File: config.mk
export PLATFORM = sky130hd
export DESIGN_NAME = dti_monitor
export DESIGN_NICKNAME = d
export VERILOG_FILES = /design/src/dti_pkg.sv /design/src/dti_monitor.sv /design/src/dti_pulse_filter.sv
export SDC_FILE = /design/constraint.sdc
export NUM_CORES = 1
export LEC_CHECK = 0
export CELL_PAD_IN_SITES_DETAIL_PLACEMENT = 0
export CELL_PAD_IN_SITES_GLOBAL_PLACEMENT = 2
export CORE_MARGIN = 3
export CORE_UTILIZATION = 25
export CTS_CLUSTER_DIAMETER = 50
export CTS_CLUSTER_SIZE = 14
export DETAILED_ROUTE_END_ITERATION = 6
export DONT_BUFFER_PORTS = 1
export GPL_TIMING_DRIVEN = 0
export PLACE_DENSITY = 0.51
export SLEW_MARGIN = 30
export SYNTH_ARGS = -nofsm -noshare
export SYNTH_HDL_FRONTEND = slang
export SYNTH_SLANG_ARGS = --single-unit
File: constraint.sdc
create_clock -name ref_clk_in -period 3.2 [get_ports ref_clk_in]
set_clock_uncertainty 0.05 [all_clocks]
set_input_delay 0.32 -clock ref_clk_in [delete_from_list [all_inputs] [get_ports ref_clk_in]]
set_output_delay 0.32 -clock ref_clk_in [all_outputs]
set_load 0.01 [all_outputs]
File: src/dti_pkg.sv
// Constants for the dual-channel torque inhibit monitor
package dti_pkg;
  localparam int unsigned CLK_HZ           = 200_000_000;
  // Pulse filter: lows narrower than 2 ms are ignored
  localparam int unsigned FILT_TIME_US     = 2_000;
  localparam int unsigned FILT_CYCLES      = FILT_TIME_US * (CLK_HZ / 1_000_000);
  // Mismatch detection point, between 1.6 s and 3.0 s, typical 2.3 s
  localparam int unsigned MISMATCH_TIME_MS = 2_300;
  localparam longint unsigned MISMATCH_CYCLES_L = longint'(MISMATCH_TIME_MS) * longint'(CLK_HZ / 1_000);
  localparam int unsigned MISMATCH_CYCLES  = int'(MISMATCH_CYCLES_L);
  localparam int unsigned FILT_W           = 20;
  localparam int unsigned MISM_W           = 30;

  typedef enum logic [1:0] {
    DTI_SAFE     = 2'b00,
    DTI_RUN      = 2'b01,
    DTI_MISMATCH = 2'b10,
    DTI_LOCKED   = 2'b11
  } dti_state_e;
endpackage

File: src/dti_monitor.sv
// Dual-channel torque inhibit monitor: run enable, trip, status and fault latch
//
// Summary of operation
// RULE1: A low channel input inhibits torque and blocks running.
// RULE2: Run enable releases only when both filtered channels are high.
// RULE3: Status output on only when both channels are low.
// RULE4: Both low: drive held off and inhibit trip reported.
// RULE5: Channels disagree: block start, report trip, status off.
// RULE6: Disagreement beyond detection time latches a locked fault, inhibiting regardless.
// RULE7: Mismatch below 1.6 s never faults, above 3.0 s always; trip at 2.3 s.
// RULE8: Locked fault clears only by power cycle, here the reset.
// RULE9: Status keeps tracking inputs on auxiliary supply alone.
// RULE10: Low test pulses narrower than 2 ms are ignored.
// RULE11: Controller holds a channel low about 6 ms to expect a reaction.
// RULE12: Mismatch timer and pulse filter are counters; mismatch timer restarts on agreement.
// RULE13: Out of reset run enable is low, fault cleared, inputs then evaluated.
`timescale 1ns/1ps
module dti_monitor (
  input  wire logic ref_clk_in,
  input  wire logic sys_rst_in,
  input  wire logic inhibit_channel_a_in,
  input  wire logic inhibit_channel_b_in,
  output logic      run_enable_out,
  output logic      inhibit_trip_out,
  output logic      inhibit_status_out,
  output logic      fault_locked_out,
  output logic [1:0] state_out
);
  // ****************************************
  // Input filtering
  // ****************************************
  logic chan_a;
  logic chan_b;

  genvar gi;
  generate
    for (gi = 0; gi < 2; gi++) begin : g_filt
      logic filt_q;
      dti_pulse_filter u_filt (                                     // RULE10 RULE12
        .ref_clk_in (ref_clk_in),
        .sys_rst_in (sys_rst_in),
        .raw_in     ((gi == 0) ? inhibit_channel_a_in : inhibit_channel_b_in),
        .filt_out   (filt_q)
      );
    end
  endgenerate

  assign chan_a = g_filt[0].filt_q;
  assign chan_b = g_filt[1].filt_q;

  // ****************************************
  // Classification and mismatch timer
  // ****************************************
  localparam logic [dti_pkg::MISM_W-1:0] MISM_LIMIT = dti_pkg::MISM_W'(dti_pkg::MISMATCH_CYCLES);

  wire both_high = chan_a & chan_b;                                 // RULE2
  wire both_low  = ~chan_a & ~chan_b;                               // RULE1
  wire disagree  = chan_a ^ chan_b;                                 // RULE5

  dti_pkg::dti_state_e            state;
  dti_pkg::dti_state_e            next_state;
  logic [dti_pkg::MISM_W-1:0]     mism_count;
  logic [dti_pkg::MISM_W-1:0]     next_mism_count;

  // Count restarts whenever channels agree; saturation is moot once locked
  assign next_mism_count = (disagree && state != dti_pkg::DTI_LOCKED) ? mism_count + 1'b1 : '0;  // RULE12
  wire   mism_expired    = disagree && (mism_count >= MISM_LIMIT - 1'b1);                        // RULE7

  always_comb begin
    case (state)
      dti_pkg::DTI_LOCKED: next_state = dti_pkg::DTI_LOCKED;       // RULE8
      dti_pkg::DTI_SAFE,
      dti_pkg::DTI_RUN,
      dti_pkg::DTI_MISMATCH: begin
        if (mism_expired) begin
          next_state = dti_pkg::DTI_LOCKED;                        // RULE6
        end else if (disagree) begin
          next_state = dti_pkg::DTI_MISMATCH;
        end else if (both_high) begin
          next_state = dti_pkg::DTI_RUN;
        end else begin
          next_state = dti_pkg::DTI_SAFE;
        end
      end
      default: next_state = dti_pkg::DTI_LOCKED;
    endcase
  end

  // ****************************************
  // Outputs
  // ****************************************
  logic next_run;
  logic next_trip;
  logic next_status;

  assign next_run    = (next_state == dti_pkg::DTI_RUN);           // RULE1 RULE2 RULE6
  assign next_trip   = ~next_run;                                  // RULE4 RULE5
  // Status follows inputs except in DTI_LOCKED, where it stays off; no dependence on main power, only on the logic supply
  assign next_status = (next_state == dti_pkg::DTI_SAFE);          // RULE3 RULE9

  // Reset stands for full power removal, the only way out of the lock
  always_ff @(posedge ref_clk_in or posedge sys_rst_in) begin
    if (sys_rst_in) begin
      state              <= dti_pkg::DTI_SAFE;                     // RULE13
      mism_count         <= '0;
      run_enable_out     <= 1'b0;
      inhibit_trip_out   <= 1'b1;
      inhibit_status_out <= 1'b0;
      fault_locked_out   <= 1'b0;
      state_out          <= 2'b00;
    end else begin
      state              <= next_state;
      mism_count         <= next_mism_count;
      run_enable_out     <= next_run;
      inhibit_trip_out   <= next_trip;
      inhibit_status_out <= next_status;
      fault_locked_out   <= (next_state == dti_pkg::DTI_LOCKED);
      state_out          <= next_state;
    end
  end
endmodule

File: src/dti_pulse_filter.sv
// Per-channel filter that ignores short low-going test pulses
`timescale 1ns/1ps
module dti_pulse_filter #(
  parameter logic [dti_pkg::FILT_W-1:0] FILT_CYCLES = dti_pkg::FILT_W'(dti_pkg::FILT_CYCLES)
) (
  input  wire logic ref_clk_in,
  input  wire logic sys_rst_in,
  input  wire logic raw_in,
  output logic      filt_out
);
  logic [dti_pkg::FILT_W-1:0] low_count;
  logic [dti_pkg::FILT_W-1:0] next_low_count;
  logic                       next_filt;

  // A high input passes at once, so the release path never waits on the filter
  assign next_low_count = raw_in ? '0 : ((low_count == FILT_CYCLES) ? low_count : low_count + 1'b1);
  assign next_filt      = raw_in ? 1'b1 : ((low_count == FILT_CYCLES) ? 1'b0 : filt_out);

  always_ff @(posedge ref_clk_in or posedge sys_rst_in) begin
    if (sys_rst_in) begin
      low_count <= '0;
      filt_out  <= 1'b0;
    end else begin
      low_count <= next_low_count;
      filt_out  <= next_filt;
    end
  end
endmodule

==> run metrics, run 1 <==
outcome=completed; TritonCTS Buffers=9; TritonRoute pass-1 iters=4; Routed Antenna Nets=0; cell area after layout=0.00466 mm²; post-DR wirelength/cell=15.3 µm; die width=approximately 130 µm; clk sinks=78; Main synth FF type=dfrtp_1; Slew HR=40.9%; H-tree Lvls=3; post-synth top area share=47.6%; clock transition at the registers of the reported paths=60 ps; Placer Congestion=0.717; CORE AREA=0.0155 mm²; Clock power frac=between 50% and 60%; Clock Path Buffers=2; Critical Path RT=3420 ps; Gate power share=3.1%; synth-to-layout area growth=15.2%; Final Critical Period=2220 ps; Global Route Usage Sum=12.2%; MaxCap Viol Count=0; Cells after Synth=~430; Switching Power=0.502 mW; Nets=450; fin crit share=a little over two thirds; Synth Register Bits=between 70 and 80; syn_area_per_cell=9.48 µm²; number of global-route vias before repair=3,218; Via-to-Cell Ratio=4.80; top-count cell post-synth=dfrtp_1; Resize count post-CTS=0; leading area contributor after synthesis=dfrtp_1; Max Freq=450 MHz; Placed Area=0.00434 mm²; HPWL after DPL=about 7000 µm; Row Count=45; setup tns final=0 ps; Final Max Slew Viols=0; antenna violations before repair=0; DRC=0; via count=3,152; sequential share of power=46.6%; largest net degree at the start of global routing=46; Synth Net Count=about 440; Die H=approximately 130 µm; Hold Crit Class=primary input to flip-flop; Leakage Power=1.78 nW; Setup crit end kind=flip-flop; layout cell share with drive strength beyond 1=6.52%; Reg2Reg Setup Slack=980 ps; diodes inserted=0; worst slew pin tran=between 800 and 900 ps; I/O Buffers=0; Max FO, Critical Path=7; Post-synth EDFFs=0; die area=0.0178 mm²; Seq/Total Area, Yosys=48.3%; final core occ=30.0%; hold_ws=35.9 ps; Setup Viol. Count Final=0; grt total ovfl=0; placed cells=between 600 and 700; arrival time at the worst endpoint=2440 ps; Finished Layout Cells=656; top post-synthesis cells by area=dfrtp_1 (48%), nor2_1 (4.1%), xor2_1 (3.9%), a21oi_1 (3.8%), nand3_1 (3.7%); Iter 0 DRT Violations=about 200; io pins=10; drt total wl=about 10,000 µm; Power Dens Cells=460 mW/mm²; CTS tree=built; Crit Path Class=flip-flop to flip-flop; VDD IR max=251 µV; Unique masters post-synth=43; switching share of power=about a quarter; Internal Pwr Total=1.64 mW; clk root buf=clkbuf_16; synthesized area=between 0.004 and 0.005 mm²; clk_lat worst skew=around 340 ps; Final Hold Viols=0; Startpoint Class=flip-flop; Post-synth top cells=dfrtp_1 (77), nor2_1 (44), a21oi_1 (31), nand3_1 (30), nand2_1 (27); Synthesis Warnings=0; Initial Util=26.0%; Async S/R FF share, synth=100%; RSZ-0062 raised after global routing=no; first-pass GRT wire length=17,400 µm
sequential cells by signal, indices dropped and copies added, names as in the netlist:
signal	flops
g_filt.u_filt.low_count	40
mism_count	30
g_filt.u_filt.filt_out	2
state	2
fault_locked_out	1
inhibit_status_out	1
inhibit_trip_out	1
run_enable_out	1
through the flow:
stage | power, mW | setup WS [ps]
after floorplan | 1.06 | 837
after global placement | 1.08 | -467
after detailed placement | 1.09 | 988
after CTS | 2.20 | 964
after global routing | 2.24 | 852
final | 2.15 | 976
kinds of logic (layout without fill, tap and decap cells):
logic type	count (synthesis)	after routing	synth area share, %
buffers and inverters	30	48	3.09
AND/OR/NAND/NOR	206	206	28.5
AO/OA/AOI/OAI	68	68	9.68
adder cells (fa/ha/maj)	6	6	1.85
multiplexers	4	4	1.02
XOR/XNOR	35	35	7.57
flip-flops	78	78	48.3
power groups by stage:
stage / registers [mW] / logic, mW / clock network [mW]
3_5_place_dp: 1.02 / 0.0689 / 0
4_1_cts: 1.00 / 0.0707 / 1.13
5_1_grt: 1.00 / 0.0796 / 1.16
6_report: 1.00 / 0.0668 / 1.08
3_3_place_gp: 1.02 / 0.0643 / 0
2_1_floorplan: 1.02 / 0.0455 / 0
layout by cell type (no fill, tap or decap), drive strengths merged, types with 3 or more instances in the layout:
cell	count
clkinv	4
buf	4
nand2b	6
and3	5
clkbuf	22
nor4	11
a21oi	31
nand2	27
or4	13
mux2i	3
nor3	8
nor2	44
inv	16
xor2	18
nand3	30
dfrtp	77
and2	6
and4	11
xnor2	17
or3	13
nand4	19
ha	6
nor4b	4
o21ai	18
o31ai	13
layout make-up:
type                    instances  area [µm²]
flip-flops and latches         78        1950
multi-input cells             319        1970
plain buffers                  15        68.8
fillers                      1686       10900
well taps                     211         264
inverters                      15        61.3
clock inverters                 6        70.1
repair buffers                  2        37.5
clock buffers                  10         239
routing by layer:
metal  track usage [%]  vias up  wire (µm)
met1              16.6     1540       4900
met2              19.1       28       4780
met5                 0        -          0
met4              2.97        0        103
li1                  -     1578          -
met3              3.78        6        251
repair_timing:
action | CTS | global route
hold endpoints to repair | 32 | 0
hold buffers | 1 | 0
buffers inserted | 0 | 0
worst max-delay path, cell delays in order, from the launching register on:
cell	delay (ps)
dfrtp_1	420
ha_1	210
nand3_1	260
or3_1	560
or4_1	500
a21oi_1	150
worst paths after layout:
path / depth (start not counted) / end / startpoint
worst max-delay path: 5 / g_filt[1].u_filt.low_count[18] / g_filt[1].u_filt.low_count[0]
worst min-delay path: 1 / g_filt[1].u_filt.filt_out / inhibit_channel_b_in
max in group asynchronous: 3 / mism_count[15] / sys_rst_in
worst max register to register: 5 / g_filt[1].u_filt.low_count[18] / g_filt[1].u_filt.low_count[0]
worst min register to register: 2 / g_filt[0].u_filt.filt_out / g_filt[0].u_filt.filt_out
min in group asynchronous: 2 / g_filt[0].u_filt.low_count[18] / sys_rst_in
(Power assumes the default switching activity.)
==> run 2: changes to the inputs <==
--- a/config.mk
+++ b/config.mk
@@ -5,6 +5,7 @@
 export SDC_FILE = /design/constraint.sdc
 export NUM_CORES = 1
 export LEC_CHECK = 0
+export ABC_AREA = 1
 export CELL_PAD_IN_SITES_DETAIL_PLACEMENT = 0
 export CELL_PAD_IN_SITES_GLOBAL_PLACEMENT = 2
 export CORE_MARGIN = 3
@@ -14,7 +15,7 @@
 export DETAILED_ROUTE_END_ITERATION = 6
 export DONT_BUFFER_PORTS = 1
 export GPL_TIMING_DRIVEN = 0
-export PLACE_DENSITY = 0.51
+export PLACE_DENSITY = 0.54
 export SLEW_MARGIN = 30
 export SYNTH_ARGS = -nofsm -noshare
 export SYNTH_HDL_FRONTEND = slang
==> constraint.sdc (replaced) <==
create_clock -name ref_clk_in -period 2.2 [get_ports ref_clk_in]
set_clock_uncertainty 0.05 [all_clocks]
set_input_delay 0.22 -clock ref_clk_in [delete_from_list [all_inputs] [get_ports ref_clk_in]]
set_output_delay 0.22 -clock ref_clk_in [all_outputs]
set_load 0.01 [all_outputs]
==> run metrics, run 2 <==
Initial Util=25.8% (-0.28 points); Gate power share=5.5% (+2.4 points); I/O Buffers=0 (unchanged); Post-synth top cells=nand2_1 (107), inv_1 (85), nor2_1 (78), dfrtp_1 (77), a21oi_1 (45); TritonCTS Buffers=9 (unchanged); HPWL after DPL=8660 µm (+27%); clock transition at the registers of the reported paths=60 ps (about the same); VDD IR max=375 µV (+49%); grt total ovfl=0 (unchanged); clk_lat worst skew=340 ps (about the same); max FFs per register=40 (unchanged); first-pass GRT wire length=19,200 µm (+10%); Placed Area=0.00465 mm² (+7.1%); Critical Path RT=2410 ps (-1010 ps); top post-synthesis cells by area=dfrtp_1 (45%), nand2_1 (9.3%), inv_1 (7.4%), nor2_1 (6.8%), a21oi_1 (5.2%); Via-to-Cell Ratio=4.42 (-8.0%); MaxCap Viol Count=0 (unchanged); die area=0.0188 mm² (+6.0%); Nets=593 (+32%); CP bufs+invs=3 (+3); Max FO, Critical Path=10 (+3); Setup Viol. Count Final=0 (unchanged); Cells after Synth=566 (+33%); synth-to-layout area growth=15.6%; Synthesis Warnings=0 (unchanged); TritonRoute pass-1 iters=4 (unchanged); Seq/Total Area, Yosys=45.4% (-2.9 points); CP peak stage delay=380 ps (-180 ps); Main synth FF type=dfrtp_1; Post-synth EDFFs=0 (unchanged); syn_area_per_cell=7.60 µm² (-20%); synthesized area=0.00430 mm² (+6.3%); Async S/R FF share, synth=100% (unchanged); biggest regs=g_filt.u_filt.low_count: 40 flops, mism_count: 30 flops; commonest non-fill, non-tap cell in the layout=nand2_1; largest net degree at the start of global routing=25 (-46%); Clock power frac=46.8% (-3.5 points); Row Count=47 (+4.4%); number of global-route vias before repair=3,610 (+12%); CP top delay family=buffers and inverters; diodes inserted=0 (unchanged); Max Freq=526 MHz (+17%); Crit Path Class=flip-flop to flip-flop; H-tree Lvls=3 (unchanged); outcome=completed; Final Max Slew Viols=0 (unchanged); setup tns final=0 ps (unchanged); slowest CP cell=dfrtp_1; switching share of power=24.5% (+1.1 points); Synth Net Count=576 (+32%); Final Hold Viols=0 (unchanged); cell area after layout=0.00497 mm² (+6.7%); via count=3,572 (+13%); top-count cell post-synth=nand2_1; worst slew pin tran=585 ps (-292 ps); Placer Congestion=0.746 (+4.0%); post-synth top area share=44.8% (-2.8 points); CTS tree=built; drt total wl=11,500 µm (+14%); antenna violations before repair=0 (unchanged); io pins=10 (unchanged); fin crit share=86.4% (+17 points); Global Route Usage Sum=13.3% (+1.1 points); clk root buf=clkbuf_16; Iter 0 DRT Violations=195 (-4.9%); clk sinks=78 (unchanged); Internal Pwr Total=2.38 mW (+45%); Leakage Power=2.07 nW (+16%); DRC=0 (unchanged); sequential cell area=0.00195 mm² (unchanged); post-DR wirelength/cell=14.2 µm (-7.3%); CORE AREA=0.0167 mm² (+7.5%); Switching Power=0.772 mW (+54%); sequential share of power=47.7% (+1.1 points); Setup crit end kind=flip-flop; RSZ-0062 raised after global routing=no; Top reg by flops=g_filt.u_filt.low_count; layout cell share with drive strength beyond 1=8.84% (+2.3 points); hold_ws=105 ps (+69.1 ps); Final Critical Period=1900 ps (-323 ps); Multi-input gate area=0.00201 mm² (+1.8%); leading area contributor after synthesis=dfrtp_1; worst-path cell chain=ha_1 -> inv_1 -> nor2_4 -> inv_1 -> clkbuf_1 -> nor3_1; die width=137 µm (+3.0%); arrival time at the worst endpoint=2110 ps (-330 ps); most frequent cells in the layout=nand2_1 (107), inv_1 (84), nor2_1 (78), dfrtp_1 (77), a21oi_1 (45); post-CTS setup buffers=0 (unchanged); Die H=137 µm (+3.0%); Slew HR=61.0% (+20 points); Power Dens Cells=634 mW/mm² (+38%); critical path's most frequent cell=inv_1; Hold Crit Class=primary input to flip-flop; Clock Path Buffers=2 (unchanged); Unique masters post-synth=37 (-14%); fill count=1,840 (+9.1%); Synth Register Bits=78 (unchanged); Routed Antenna Nets=0 (unchanged); Startpoint Class=flip-flop
-- run 2: timing repair --
action,CTS,global route
hold endpoints to repair,41,0
resized for setup,0,1
setup endpoints to repair,0,10
hold buffers,3,0
-- run 2: cells by family (layout without fill, tap and decap cells) --
logic type / Yosys count / after routing / synth area share (%)
compound gates: 83 / 83 / 9.88
xor+xnor: 6 / 6 / 1.22
fa+ha+maj: 6 / 6 / 1.74
buf+inv: 93 / 115 / 8.14
flops: 78 / 78 / 45.4
simple gates: 300 / 300 / 33.6
-- run 2: metrics by stage --
| step | util (%) | cells | total power [mW] | worst slack, ps |
|---|---|---|---|---|
| floorplan | - | 566 | 1.64 | 673 |
| global placement | 27.4 | 786 | 1.69 | 62.3 |
| detailed placement | 27.8 | 789 | 1.70 | 72.6 |
| global route | 29.8 | 808 | 3.32 | 66.3 |
| CTS | 29.7 | 808 | 3.22 | 55.0 |
| finish | 29.8 | 808 | 3.15 | 299 |
-- run 2: area by class of cell --
| type | instances | area share (%) |
|---|---|---|
| plain buffers | 5 | 0.403 |
| clock buffers | 13 | 5.43 |
| clock inverters | 3 | 0.352 |
| inverters | 88 | 6.72 |
| multi-input cells | 395 | 40.3 |
| flip-flops and latches | 78 | 39.3 |
| well taps | 220 | 5.53 |
| repair buffers | 6 | 1.96 |
-- run 2: worst reg2reg max path, cell delays in order (launching register included) --
cell,delay (ps)
dfrtp_1,380
ha_1,300
inv_1,70
nor2_4,260
inv_1,180
clkbuf_1,320
nor3_1,250
-- run 2: power groups by stage --
stage	Sequential (mW)	Clock (mW)	Combinational (mW)
after floorplan	1.52	0	0.118
after detailed placement	1.53	0	0.174
final	1.50	1.48	0.174
after CTS	1.50	1.54	0.183
after global routing	1.51	1.60	0.208
after global placement	1.53	0	0.156
-- run 2: worst paths after layout --
kind	startpoint	to	slack, ps	depth (start not counted)
worst max-delay path	g_filt[0].u_filt.filt_out	mism_count[15]	300	6
worst min-delay path	inhibit_channel_a_in	g_filt[0].u_filt.low_count[13]	100	3
worst max register to register	g_filt[0].u_filt.filt_out	mism_count[15]	300	6
worst min register to register	g_filt[1].u_filt.filt_out	g_filt[1].u_filt.filt_out	430	2
max in group asynchronous	sys_rst_in	mism_count[10]	950	5
min in group asynchronous	sys_rst_in	g_filt[0].u_filt.low_count[3]	310	2
-- run 2: metal layers --
metal	global-route usage, %	vias up	share of wire [%]
li1	-	1866	-
met1	18.6	1675	53
met2	20.3	21	44
met3	3.32	10	2.1
met4	3.99	0	1.2
met5	0	-	0
